--- config.mk ---
export PLATFORM = sky130hd
export DESIGN_NAME = fvros_sequencer
export DESIGN_NICKNAME = d
export VERILOG_FILES = /design/src/verilog/fvros_pkg.sv /design/src/verilog/fvros_once_mem.sv /design/src/verilog/fvros_sequencer.sv
export SDC_FILE = /design/constraint.sdc
export NUM_CORES = 1
export LEC_CHECK = 0
export ABC_AREA = 1
export BUFFER_PORTS_ARGS = -buffer_cell sky130_fd_sc_hd__buf_2
export CAP_MARGIN = 40
export CORE_ASPECT_RATIO = 0.5
export CORE_MARGIN = 1.5
export CORE_UTILIZATION = 55
export CTS_BUF_LIST = sky130_fd_sc_hd__clkbuf_16
export DETAILED_ROUTE_END_ITERATION = 10
export MAX_ROUTING_LAYER = met4
export PLACE_DENSITY = 0.72
export SYNTH_ARGS = -nofsm -noshare
export SYNTH_HDL_FRONTEND = slang
export SYNTH_SLANG_ARGS = --single-unit
--- constraint.sdc ---
create_clock -name clock -period 6.3 [get_ports clock]
set_input_delay 1.26 -clock clock [delete_from_list [all_inputs] [get_ports clock]]
set_output_delay 1.26 -clock clock [all_outputs]
set_load 0.005 [all_outputs]
--- src/verilog/fvros_pkg.sv ---
/*
 Constants shared by the flash verify and read-once sequencer and its array memory.
 Assumes a single 50 MHz clock domain and a 16-bit parameter word.
*/
package fvros_pkg;
  localparam int unsigned CLK_HZ = 50000000;
  localparam logic [7:0] CMD_VERIFY_ALL = 8'h01;
  localparam logic [7:0] CMD_VERIFY_BLOCK = 8'h02;
  localparam logic [7:0] CMD_VERIFY_SECTION = 8'h03;
  localparam logic [7:0] CMD_READ_ONCE = 8'h04;
  localparam logic [2:0] IDX_CMD = 3'h0;
  localparam logic [2:0] IDX_ADDR_LO = 3'h1;
  localparam logic [2:0] IDX_COUNT = 3'h2;
  localparam logic [2:0] IDX_WORD3 = 3'h5;
  localparam logic [1:0] SEL_DATA_FLASH = 2'h0;
  localparam logic [1:0] SEL_PROG_FLASH = 2'h3;
  localparam logic [15:0] ONCE_INDEX_MAX = 16'h0007;
  localparam logic [2:0] PHRASE_ALIGN_MASK = 3'h7;
  localparam logic [2:0] PHRASE_BYTES = 3'h0;
  localparam int unsigned ONCE_PHRASES = 8;
  localparam int unsigned WORDS_PER_PHRASE = 4;
  localparam logic [17:0] PFLASH_BASE = 18'h00000;
  localparam logic [17:0] PFLASH_END = 18'h3ffff;
  localparam logic [17:0] DFLASH_SIZE = 18'h00100;
  localparam logic [17:0] PFLASH_SIZE = 18'h00100;
  typedef enum logic [2:0] {
    FVROS_IDLE,
    FVROS_VERIFY,
    FVROS_ONCE_READ,
    FVROS_ONCE_STORE,
    FVROS_DONE
  } fvros_state_t;
endpackage

--- src/verilog/fvros_once_mem.sv ---
/*
 Reserved one-time field: 8 phrases of four 16-bit words, registered read port.
 Contents are loaded through the write port by the surrounding program-once logic.
*/
`timescale 1ns/1ps
module fvros_once_mem #(
  parameter int unsigned DEPTH = 32,
  parameter int unsigned WIDTH = 16
) (
  input wire logic clock,
  input wire logic nrst,
  input wire logic wr_en,
  input wire logic [$clog2(DEPTH)-1:0] wr_addr,
  input wire logic [WIDTH-1:0] wr_data,
  input wire logic [$clog2(DEPTH)-1:0] rd_addr,
  output logic [WIDTH-1:0] rd_data_ff
);
  logic [WIDTH-1:0] mem [DEPTH];

  always_ff @(posedge clock) begin
    if (wr_en) begin
      mem[wr_addr] <= wr_data;
    end
  end

  always_ff @(posedge clock or negedge nrst) begin
    if (!nrst) begin
      rd_data_ff <= '0;
    end else begin
      rd_data_ff <= mem[rd_addr];
    end
  end
endmodule

--- src/verilog/fvros_sequencer.sv ---
/*
 Command sequencer for erase-verify (all, block, section) and read-once.
 Assumes software loads the parameter array through the write port, then pulses launch
 while command_complete_flag is high; the array cell checker answers through the
 blank and error inputs while a verify runs.
*/
`timescale 1ns/1ps
module fvros_sequencer #(
  parameter int unsigned VERIFY_CYCLES = 256
) (
  input wire logic clock,
  input wire logic nrst,
  input wire logic param_wr,
  input wire logic [2:0] param_wr_index,
  input wire logic [15:0] param_wr_data,
  input wire logic [2:0] parameter_index,
  input wire logic [2:0] param_rd_index,
  input wire logic launch,
  input wire logic clock_divider_set,
  input wire logic special_mode,
  input wire logic clear_access_error,
  input wire logic clear_fault_flags,
  input wire logic flash_read,
  input wire logic flash_read_pflash,
  input wire logic cell_not_blank,
  input wire logic cell_read_error,
  input wire logic cell_uncorrectable,
  input wire logic once_wr_en,
  input wire logic [4:0] once_wr_addr,
  input wire logic [15:0] once_wr_data,
  output logic [15:0] param_rd_data_ff,
  output logic command_complete_flag_ff,
  output logic access_error_flag_ff,
  output logic verify_status_upper_ff,
  output logic verify_status_lower_ff,
  output logic single_fault_detect_flag_ff,
  output logic double_fault_detect_flag_ff,
  output logic read_invalid_ff,
  output logic pflash_busy_ff,
  output logic dflash_busy_ff
);
  fvros_pkg::fvros_state_t state_ff;
  logic [15:0] param_ff [6];
  logic [17:0] cnt_ff;
  logic [2:0] wcnt_ff;
  logic [15:0] once_rd_data;
  logic [4:0] once_rd_addr;
  logic cmd_ok;
  logic [7:0] cmd_code;
  logic [17:0] sec_addr;
  logic [17:0] sec_end;
  logic [1:0] blk_sel;
  logic once_running;

  function automatic logic [17:0] to18(input logic [15:0] v);
    to18 = {2'h0, v};
  endfunction

  // Block select decode is shared by the launch check and the busy tracking.
  function automatic logic sel_is_pflash(input logic [1:0] code);
    sel_is_pflash = (code == fvros_pkg::SEL_PROG_FLASH);
  endfunction

  function automatic logic sel_is_dflash(input logic [1:0] code);
    sel_is_dflash = (code == fvros_pkg::SEL_DATA_FLASH);
  endfunction

  assign cmd_code = param_ff[fvros_pkg::IDX_CMD][15:8];
  assign sec_addr = {param_ff[fvros_pkg::IDX_CMD][1:0], param_ff[fvros_pkg::IDX_ADDR_LO]};
  // A sum that wraps past 18 bits means the section runs off the top of program flash.
  assign sec_end = sec_addr + {param_ff[fvros_pkg::IDX_COUNT][14:0], 3'h0};
  assign blk_sel = param_ff[fvros_pkg::IDX_CMD][1:0];
  assign once_running = (state_ff == fvros_pkg::FVROS_ONCE_READ) || (state_ff == fvros_pkg::FVROS_ONCE_STORE);

  always_comb begin
    cmd_ok = 1'b0;
    if (clock_divider_set) begin
      case (cmd_code)
        fvros_pkg::CMD_VERIFY_ALL: begin
          cmd_ok = (parameter_index == fvros_pkg::IDX_CMD);
        end
        fvros_pkg::CMD_VERIFY_BLOCK: begin
          cmd_ok = (parameter_index == fvros_pkg::IDX_CMD) &&
                   (sel_is_dflash(blk_sel) || sel_is_pflash(blk_sel));
        end
        fvros_pkg::CMD_VERIFY_SECTION: begin
          cmd_ok = (parameter_index == fvros_pkg::IDX_COUNT) && special_mode &&
                   ((sec_addr[2:0] & fvros_pkg::PHRASE_ALIGN_MASK) == fvros_pkg::PHRASE_BYTES) &&
                   (sec_addr <= fvros_pkg::PFLASH_END) &&
                   (sec_end >= sec_addr) && (sec_end <= fvros_pkg::PFLASH_END);
        end
        fvros_pkg::CMD_READ_ONCE: begin
          cmd_ok = (parameter_index == fvros_pkg::IDX_ADDR_LO) && special_mode &&
                   (param_ff[fvros_pkg::IDX_ADDR_LO] <= fvros_pkg::ONCE_INDEX_MAX);
        end
        default: begin
          cmd_ok = 1'b0;
        end
      endcase
    end
  end

  // The read port runs one word ahead of the store, so the last word is taken as the counter wraps.
  assign once_rd_addr = {param_ff[fvros_pkg::IDX_ADDR_LO][2:0], wcnt_ff[1:0]};

  fvros_once_mem #(
    .DEPTH(fvros_pkg::ONCE_PHRASES * fvros_pkg::WORDS_PER_PHRASE),
    .WIDTH(16)
  ) u_once_mem (
    .clock(clock),
    .nrst(nrst),
    .wr_en(once_wr_en),
    .wr_addr(once_wr_addr),
    .wr_data(once_wr_data),
    .rd_addr(once_rd_addr),
    .rd_data_ff(once_rd_data)
  );

  // A launch is taken only when idle with no error pending; any other launch is ignored.
  logic launch_go;
  assign launch_go = launch && command_complete_flag_ff && !access_error_flag_ff;

  always_ff @(posedge clock or negedge nrst) begin
    if (!nrst) begin
      state_ff <= fvros_pkg::FVROS_IDLE;
      cnt_ff <= '0;
      wcnt_ff <= '0;
    end else begin
      case (state_ff)
        fvros_pkg::FVROS_IDLE: begin
          wcnt_ff <= '0;
          if (launch_go && cmd_ok) begin
            if (cmd_code == fvros_pkg::CMD_READ_ONCE) begin
              state_ff <= fvros_pkg::FVROS_ONCE_READ;
            end else begin
              state_ff <= fvros_pkg::FVROS_VERIFY;
              // A section count of zero still scans one phrase, since the counter exits at one.
              if (cmd_code == fvros_pkg::CMD_VERIFY_SECTION) begin
                cnt_ff <= to18(param_ff[fvros_pkg::IDX_COUNT]);
              end else begin
                // Whole-block verifies use a fixed scan length set by the parameter.
                cnt_ff <= 18'(VERIFY_CYCLES);
              end
            end
          end
        end
        fvros_pkg::FVROS_VERIFY: begin
          if (cnt_ff <= 18'h00001) begin
            state_ff <= fvros_pkg::FVROS_DONE;
          end else begin
            cnt_ff <= cnt_ff - 18'h00001;
          end
        end
        fvros_pkg::FVROS_ONCE_READ: begin
          state_ff <= fvros_pkg::FVROS_ONCE_STORE;
          wcnt_ff <= wcnt_ff + 3'h1;
        end
        fvros_pkg::FVROS_ONCE_STORE: begin
          wcnt_ff <= wcnt_ff + 3'h1;
          if (wcnt_ff == 3'(fvros_pkg::WORDS_PER_PHRASE)) begin
            state_ff <= fvros_pkg::FVROS_DONE;
          end
        end
        fvros_pkg::FVROS_DONE: begin
          state_ff <= fvros_pkg::FVROS_IDLE;
        end
        default: begin
          state_ff <= fvros_pkg::FVROS_IDLE;
        end
      endcase
    end
  end

  // Writes from software are ignored while busy so a running read-once cannot be corrupted.
  always_ff @(posedge clock or negedge nrst) begin
    if (!nrst) begin
      for (int i = 0; i < 6; i++) begin
        param_ff[i] <= '0;
      end
    end else if (state_ff == fvros_pkg::FVROS_ONCE_STORE) begin
      // Read-once words land in slots two to five, one per cycle.
      param_ff[3'(32'(fvros_pkg::IDX_COUNT) + 32'(wcnt_ff) - 1)] <= once_rd_data;
    end else if (param_wr && command_complete_flag_ff && param_wr_index <= fvros_pkg::IDX_WORD3) begin
      param_ff[param_wr_index] <= param_wr_data;
    end
  end

  always_ff @(posedge clock or negedge nrst) begin
    if (!nrst) begin
      param_rd_data_ff <= '0;
    end else if (param_rd_index <= fvros_pkg::IDX_WORD3) begin
      param_rd_data_ff <= param_ff[param_rd_index];
    end else begin
      param_rd_data_ff <= '0;
    end
  end

  always_ff @(posedge clock or negedge nrst) begin
    if (!nrst) begin
      command_complete_flag_ff <= 1'b1;
    end else if (state_ff == fvros_pkg::FVROS_DONE) begin
      command_complete_flag_ff <= 1'b1;
    end else if (launch_go && cmd_ok) begin
      command_complete_flag_ff <= 1'b0;
    end
  end

  always_ff @(posedge clock or negedge nrst) begin
    if (!nrst) begin
      access_error_flag_ff <= 1'b0;
    end else if (launch && command_complete_flag_ff && !access_error_flag_ff && !cmd_ok) begin
      // A refused launch leaves the complete flag high, so software sees the error at once.
      access_error_flag_ff <= 1'b1;
    end else if (clear_access_error) begin
      access_error_flag_ff <= 1'b0;
    end
  end

  // Both bits clear at launch and only accumulate while a verify runs; a read-once leaves them clear.
  always_ff @(posedge clock or negedge nrst) begin
    if (!nrst) begin
      verify_status_upper_ff <= 1'b0;
      verify_status_lower_ff <= 1'b0;
    end else if (launch_go && cmd_ok) begin
      verify_status_upper_ff <= 1'b0;
      verify_status_lower_ff <= 1'b0;
    end else if (state_ff == fvros_pkg::FVROS_VERIFY) begin
      if (cell_not_blank) begin
        verify_status_upper_ff <= 1'b1;
        verify_status_lower_ff <= 1'b1;
      end
      if (cell_read_error) begin
        verify_status_upper_ff <= 1'b1;
      end
      if (cell_uncorrectable) begin
        verify_status_lower_ff <= 1'b1;
      end
    end
  end

  logic same_block_read;
  assign same_block_read = flash_read && !command_complete_flag_ff &&
                           (flash_read_pflash ? pflash_busy_ff : dflash_busy_ff);

  always_ff @(posedge clock or negedge nrst) begin
    if (!nrst) begin
      pflash_busy_ff <= 1'b0;
      dflash_busy_ff <= 1'b0;
    end else if (launch_go && cmd_ok) begin
      pflash_busy_ff <= (cmd_code != fvros_pkg::CMD_VERIFY_BLOCK) || sel_is_pflash(blk_sel);
      dflash_busy_ff <= (cmd_code == fvros_pkg::CMD_VERIFY_ALL) ||
                        ((cmd_code == fvros_pkg::CMD_VERIFY_BLOCK) && sel_is_dflash(blk_sel));
    end else if (state_ff == fvros_pkg::FVROS_DONE) begin
      pflash_busy_ff <= 1'b0;
      dflash_busy_ff <= 1'b0;
    end
  end

  // Set wins over a simultaneous clear.
  always_ff @(posedge clock or negedge nrst) begin
    if (!nrst) begin
      single_fault_detect_flag_ff <= 1'b0;
      double_fault_detect_flag_ff <= 1'b0;
    end else if (same_block_read) begin
      single_fault_detect_flag_ff <= 1'b1;
      double_fault_detect_flag_ff <= 1'b1;
    end else if (clear_fault_flags) begin
      single_fault_detect_flag_ff <= 1'b0;
      double_fault_detect_flag_ff <= 1'b0;
    end
  end

  always_ff @(posedge clock or negedge nrst) begin
    if (!nrst) begin
      read_invalid_ff <= 1'b0;
    end else begin
      read_invalid_ff <= same_block_read ||
                         (flash_read && flash_read_pflash && once_running);
    end
  end
endmodule

**Yosys cells after proc, flatten, opt, wreduce, memory -nomap -nowiden**

Memory sizes are Yosys's and may differ from the RTL's. A register that Yosys moved wholly into a read port is not among the register bits.
Index checks and enable logic that the tools add are counted.

- Register bits: 144
- Memory bits (writable): 512
- Input port bits: 60
- Output and inout bits: 25
- Word-level logic and storage cells: 149
- Memories: 1

Memories:

| name | words | width | read ports | clocked after Yosys merged registers in | write ports | line | RTL |
|---|---|---|---|---|---|---|---|
| u_once_mem.mem | 32 | 16 | 1 | 1 | 1 | fvros_once_mem.sv:18 | `logic [WIDTH-1:0] mem [DEPTH];` |

- $add $sub $neg: 5
- Magnitude comparators: 12
- Eq/ne operators: 18
- Multiplexer cells: 44
- Bitwise gates (word level): 3
- Reduce and logical (&&, ||, !) cells: 48

Operator list:

| cell | count |
|---|---|
| 96-bit bitwise mux | 2 |
| 96-bit two-way mux | 2 |
| 16-bit demux with 3-bit select | 2 |
| 16-bit two-way mux | 6 |
| 18-bit two-way mux | 3 |
| 16-bit binary-select mux with 3-bit select | 1 |
| 18-bit less-or-equal comparator, second input constant | 2 |
| 18-bit case mux with 2 select lines | 1 |
| 1-bit logical AND | 21 |
| 1-bit two-way mux | 20 |
| 18-bit adder | 1 |
| 18-bit greater-or-equal comparator | 1 |
| 18-bit by 1-bit less-or-equal comparator with 1-bit output, second input constant | 1 |
| 18-bit by 1-bit subtractor with 18-bit output, second input constant | 1 |
| 8-bit by 2-bit == test with 1-bit output, second input constant | 2 |
| 16-bit by 3-bit less-or-equal comparator with 1-bit output, second input constant | 1 |
| 2-bit nonzero test | 7 |
| 4-bit greater-or-equal comparator, second input constant | 3 |
| 3-bit inverter with 4-bit output | 3 |
| 3-bit case mux with 4 select lines | 1 |
| 3-bit by 2-bit == test with 1-bit output, second input constant | 3 |
| 3-bit zero test | 3 |
| 3-bit two-way mux | 3 |
| 8-bit by 1-bit == test with 1-bit output, second input constant | 1 |
| 23 further kinds | 39 |

**Longest topological paths before layout**

- Depth after elaboration: 11
- Depth in mapped cells: 27
- Depth with buffers taken out: 27

**Hierarchy**

A second synthesis with hierarchy kept.

- Cells, all modules: 3,005
- Area, all modules: 30,520.5 um2

Modules (own cells, without submodules):

| module | times used | cells each | area an instance (um2) | sequential area each (um2) |
|---|---|---|---|---|
| fvros_once_mem | 1 | 1,794 | 21,381.8 | 15,775.1 |
| fvros_sequencer | 1 | 1,211 | 9,138.8 | 3,604.7 |

**Worst setup path after synthesis**

OpenSTA, ideal clock, no wires.

- Path kind: reg-to-reg
- From: reg param_ff[48] (netlist name)
- To: reg cnt_ff[9]
- Library setup time: 0.117 ns
- Arrival: 3.294 ns
- Data required time: 6.183 ns
- Path slack: 2.890 ns
- Cell stages (with the launch flop): 27
- Buffers on the path: 1
- Period minus slack after synthesis: 3.410 ns
- Cell sequence: dfrtp_1 -> ha_1 -> inv_1 -> fa_1 -> inv_1 -> nand3_1 -> nand2_1 -> a21boi_0 -> o21ai_0 -> nand2_1 -> nand2_1 -> nand2_1 -> nand2_1 -> xor2_1 -> ha_1 -> nand2_1 -> nor2_1 -> inv_1 -> nor2_1 -> nand3_1 -> nand3_1 -> nand2_1 -> nand2_2 -> nand4_4 -> buf_2 -> nand3_1 -> nand2_1

- Word-level cells in the longest chain between the ends: 9
- Elaborated cells between the ends (all ways): 10
- Those cells by class: add/sub (1); order compare (2); eq/ne (1); mux (2); reduce/logical (4)

RTL lines:

| element | line | RTL |
|---|---|---|
| start, declared | fvros_sequencer.sv:43 | `logic [15:0] param_ff [6];` |
| start signal, assigned by index | fvros_sequencer.sv:182 | `param_ff[3'(32'(fvros_pkg::IDX_COUNT) + 32'(wcnt_ff) - 1)] <= once_rd_data;` |
| start signal, assigned by index | fvros_sequencer.sv:184 | `param_ff[param_wr_index] <= param_wr_data;` |
| 18-bit adder (*) | fvros_sequencer.sv:71 | `assign sec_end = sec_addr + {param_ff[fvros_pkg::IDX_COUNT][14:0], 3'h0};` |
| 18-bit greater-or-equal comparator | fvros_sequencer.sv:90 | `(sec_end >= sec_addr) && (sec_end <= fvros_pkg::PFLASH_END);` |
| 1-bit logical AND | fvros_sequencer.sv:89 | `(sec_addr <= fvros_pkg::PFLASH_END) &&` |
| 1-bit logical AND (*) | fvros_sequencer.sv:90 |  |
| 1-bit case mux with 4 select lines (*) | fvros_sequencer.sv:78 | `case (cmd_code)` |
| 1-bit two-way mux (*) | fvros_sequencer.sv:77 | `if (clock_divider_set) begin` |
| 1-bit logical AND (*) | fvros_sequencer.sv:132 | `if (launch_go && cmd_ok) begin` |
| 2-bit inequality test (no line) (*) | n/a |  |
| 4-bit AND reduction (no line) (*) | n/a |  |
| end signal, assigned | fvros_sequencer.sv:139 | `cnt_ff <= to18(param_ff[fvros_pkg::IDX_COUNT]);` |
| end signal, assigned | fvros_sequencer.sv:142 | `cnt_ff <= 18'(VERIFY_CYCLES);` |
| end signal, assigned | fvros_sequencer.sv:151 | `cnt_ff <= cnt_ff - 18'h00001;` |
| end, declared | fvros_sequencer.sv:44 | `logic [17:0] cnt_ff;` |

Every way passes the cells marked *; elsewhere a longest branch is shown, timed or not.
A chain may end at the register's enable or synchronous reset.

**Worst setup path in the final report**

- From: reg param_ff[48] (netlist name)
- To: reg cnt_ff[12]

The elaborated chain is that of the path after synthesis.

==> out/results.txt <==
CP max stage cell -> dfrtp_1
crit path DAT -> 4.64 ns
Worst path max stage delay -> 0.43 ns
Die X -> 331 um
die height -> 167 um
largest net degree at the start of global routing -> 97
share of layout cells above drive strength 1 -> 0.105
Mapped Cells -> 2681
f_max -> 0.243 GHz
required time of the critical path -> 6.83 ns
hold crit path type -> reg -> reg
DP Worst Slack -> 2.28 ns
NetSw -> 2.63 mW
Post-synth EDFFs -> 512
most common cell after layout, fill and taps aside -> edfxtp_1
Final nets -> 2816
clock slew at reported path FFs -> 0.07 ns
Max Slew Vio Count -> 0
RSZ-0062 raised after global routing -> no
cts bufs inserted -> 57
Distinct cells, synth -> 52
Setup TNS Final -> 0 ns
total gr overflow -> 0
highest-count cells in the layout ignoring fill and taps -> edfxtp_1, nor2_1, o21ai_0, nand2_1, inv_1
Setup WS post-layout -> 2.19 ns
sequential fraction of the synthesis area -> 0.656
most used cell, CP -> nand2_1
Rows -> 59
YS warnings -> 0
Clk Latency, worst-skew pair -> 0.63 ns
FF-to-FF Start -> param_ff[48]
initial antenna violation count -> 1
Final GP Congestion -> 0.924
FFs w/ async S/R, synth -> 0.238
Syn Std Cell Area -> 29500 um^2
CP Capture Type -> register
CP max FO -> 19
CP top delay family -> simple AND/OR/NAND/NOR gates
Synth Flop Type -> edfxtp_1
Routed WL -> 78900 um
Cell Int Power -> 7.44 mW
final worst path period need -> 4.11 ns
Die ar. -> 55200 um^2
worst setup path startpoint -> param_ff[48]
CP Launch Type -> register
worst slew pin tran -> 0.893 ns
DRC viols -> 0
CTS H-tree depth -> 2
crit path kind -> reg -> reg
critical path endpoint -> cnt_ff[12]
reg2reg setup slack -> 2.19 ns
Core Footprint -> 52500 um^2
static leakage -> 12.3 nW
Combinational Power Share -> 0.121
I/O pin cnt -> 85
Clock Power Share -> 0.371
Root Driver -> clkbuf_16
HPWL Detailed -> 47300 um
Vias/cell -> 6.18
#FFs+latches synth -> 672
Min Hold Slack -> 0.493 ns
fillers -> 4114
initial cell density of the core -> 0.563
clk buf depth -> 3
Post-Syn Nets -> 2777
overall power -> 10.1 mW
CTS tree -> done
status -> finished clean
I/O Buffers -> 84
wire length per cell -> 22.8 um
Final Skew -> 0.0453 ns
post_cts resized -> 0
Pre-antenna DRT Iters -> 6
Rel. slew slack -> 0.405
fin crit share -> 0.653
final hold vios -> 0
CTS sink count -> 672
switching share of power -> 0.261
syn avg cell area -> 11.0 um^2
peak supply drop -> 0.228 mV
CTS hold repair buffers -> 0
routed vias -> 21400
gr usage total -> 0.294
CP Depth -> 26
Iteration-0 DRC Markers -> 2787
FF/Latch Area -> 19400 um^2
number of global-route vias before repair -> 20700
Layout Area Growth over Synthesis -> 10.6%
FF-to-FF End -> cnt_ff[12]
Final ANT Viol Nets -> 0
fraction of power consumed by sequential logic -> 0.509
area of the multi-input gates -> 8800 um^2
final-report setup violation count -> 0
first-pass GRT wire length -> 121000 um
postcts setup bufs -> 0
CP Buf/Inv Count -> 3
Max Cap Viol -> 0
Pwr Density -> 308 nW/um^2
FF-to-FF path depth -> 26
[state kept, by name (all words and copies together), names as in the netlist]
signal,count
u_once_mem.mem,512
dflash_busy_ff,1
read_invalid_ff,1
cnt_ff,18
param_ff,83
u_once_mem.rd_data_ff,16
param_rd_data_ff,16
command_complete_flag_ff,1
wcnt_ff,3
once_rd_addr,3
state_ff,3
verify_status_upper_ff,1
blk_sel,2
verify_status_lower_ff,1
pflash_busy_ff,1
double_fault_detect_flag_ff,1
cmd_code,8
access_error_flag_ff,1
[worst min-delay path by stage]
stage	from	end	slack (ns)	depth (start not counted)
after detailed placement	param_ff[30]	param_ff[30]	0.48	1
after CTS	nrst	param_ff[18]	0.49	1
after global placement	param_ff[30]	param_ff[30]	0.47	1
final	param_ff[30]	param_ff[30]	0.49	1
after floorplan	param_ff[28]	param_ff[28]	0.46	1
after global routing	nrst	param_ff[18]	0.51	1
[synth_stat cells, drive strengths merged, types with 27 or more instances]
cell,instances,share of area
o221ai,86,0.025
nand3,104,0.018
mux2,29,0.011
buf,69,0.013
inv,167,0.021
nand2,280,0.036
edfxtp,512,0.52
nor2,414,0.053
o22ai,129,0.027
a21oi,75,0.013
ha,35,0.015
clkbuf,96,0.012
o211ai,27,0.0069
dfrtp,159,0.13
o21ai,417,0.072
[power groups by stage]
stage,Sequential [mW],Clock [mW],Combinational [mW]
after CTS,5.12,3.76,1.20
after detailed placement,5.21,0,1.19
final,5.12,3.73,1.21
after floorplan,5.12,0,0.745
after global routing,5.13,3.93,1.34
after global placement,5.20,0,1.16
[through the flow]
stage               utilization  instances  area, um^2
detailed placement        0.585       3362       30700
finish                    0.623       3466       32700
floorplan                     -       2681       29500
global route              0.623       3466       32700
CTS                       0.623       3465       32700
global placement          0.582       3354       30500
[kinds of logic after synthesis]
logic type | count (synthesis) | share of synthesized area
fa+ha+maj | 36 | 0.0155
compound gates | 759 | 0.150
flops | 672 | 0.656
buf+inv | 334 | 0.0463
mux | 29 | 0.0111
simple gates | 827 | 0.114
xor+xnor | 24 | 0.00711
[area by class of cell]
| cell class | instances | share of cell area |
|---|---|---|
| Multi-Input combinational cell | 1675 | 0.269 |
| Inverter | 169 | 0.0196 |
| Sequential cell | 672 | 0.593 |
| Antenna cell | 1 | 0.0000766 |
| Tap cell | 701 | 0.0268 |
| Clock buffer | 58 | 0.0444 |
| Timing Repair Buffer | 145 | 0.0310 |
| Clock inverter | 45 | 0.0155 |
[routing by layer]
metal	up-vias	track usage	part of all wire
li1	9719	-	-
met1	10500	0.414	0.41
met2	1055	0.445	0.46
met3	151	0.0398	0.091
met4	0	0.0953	0.034
met5	-	-	0
Note: power is estimated with default switching activity, not from simulation.
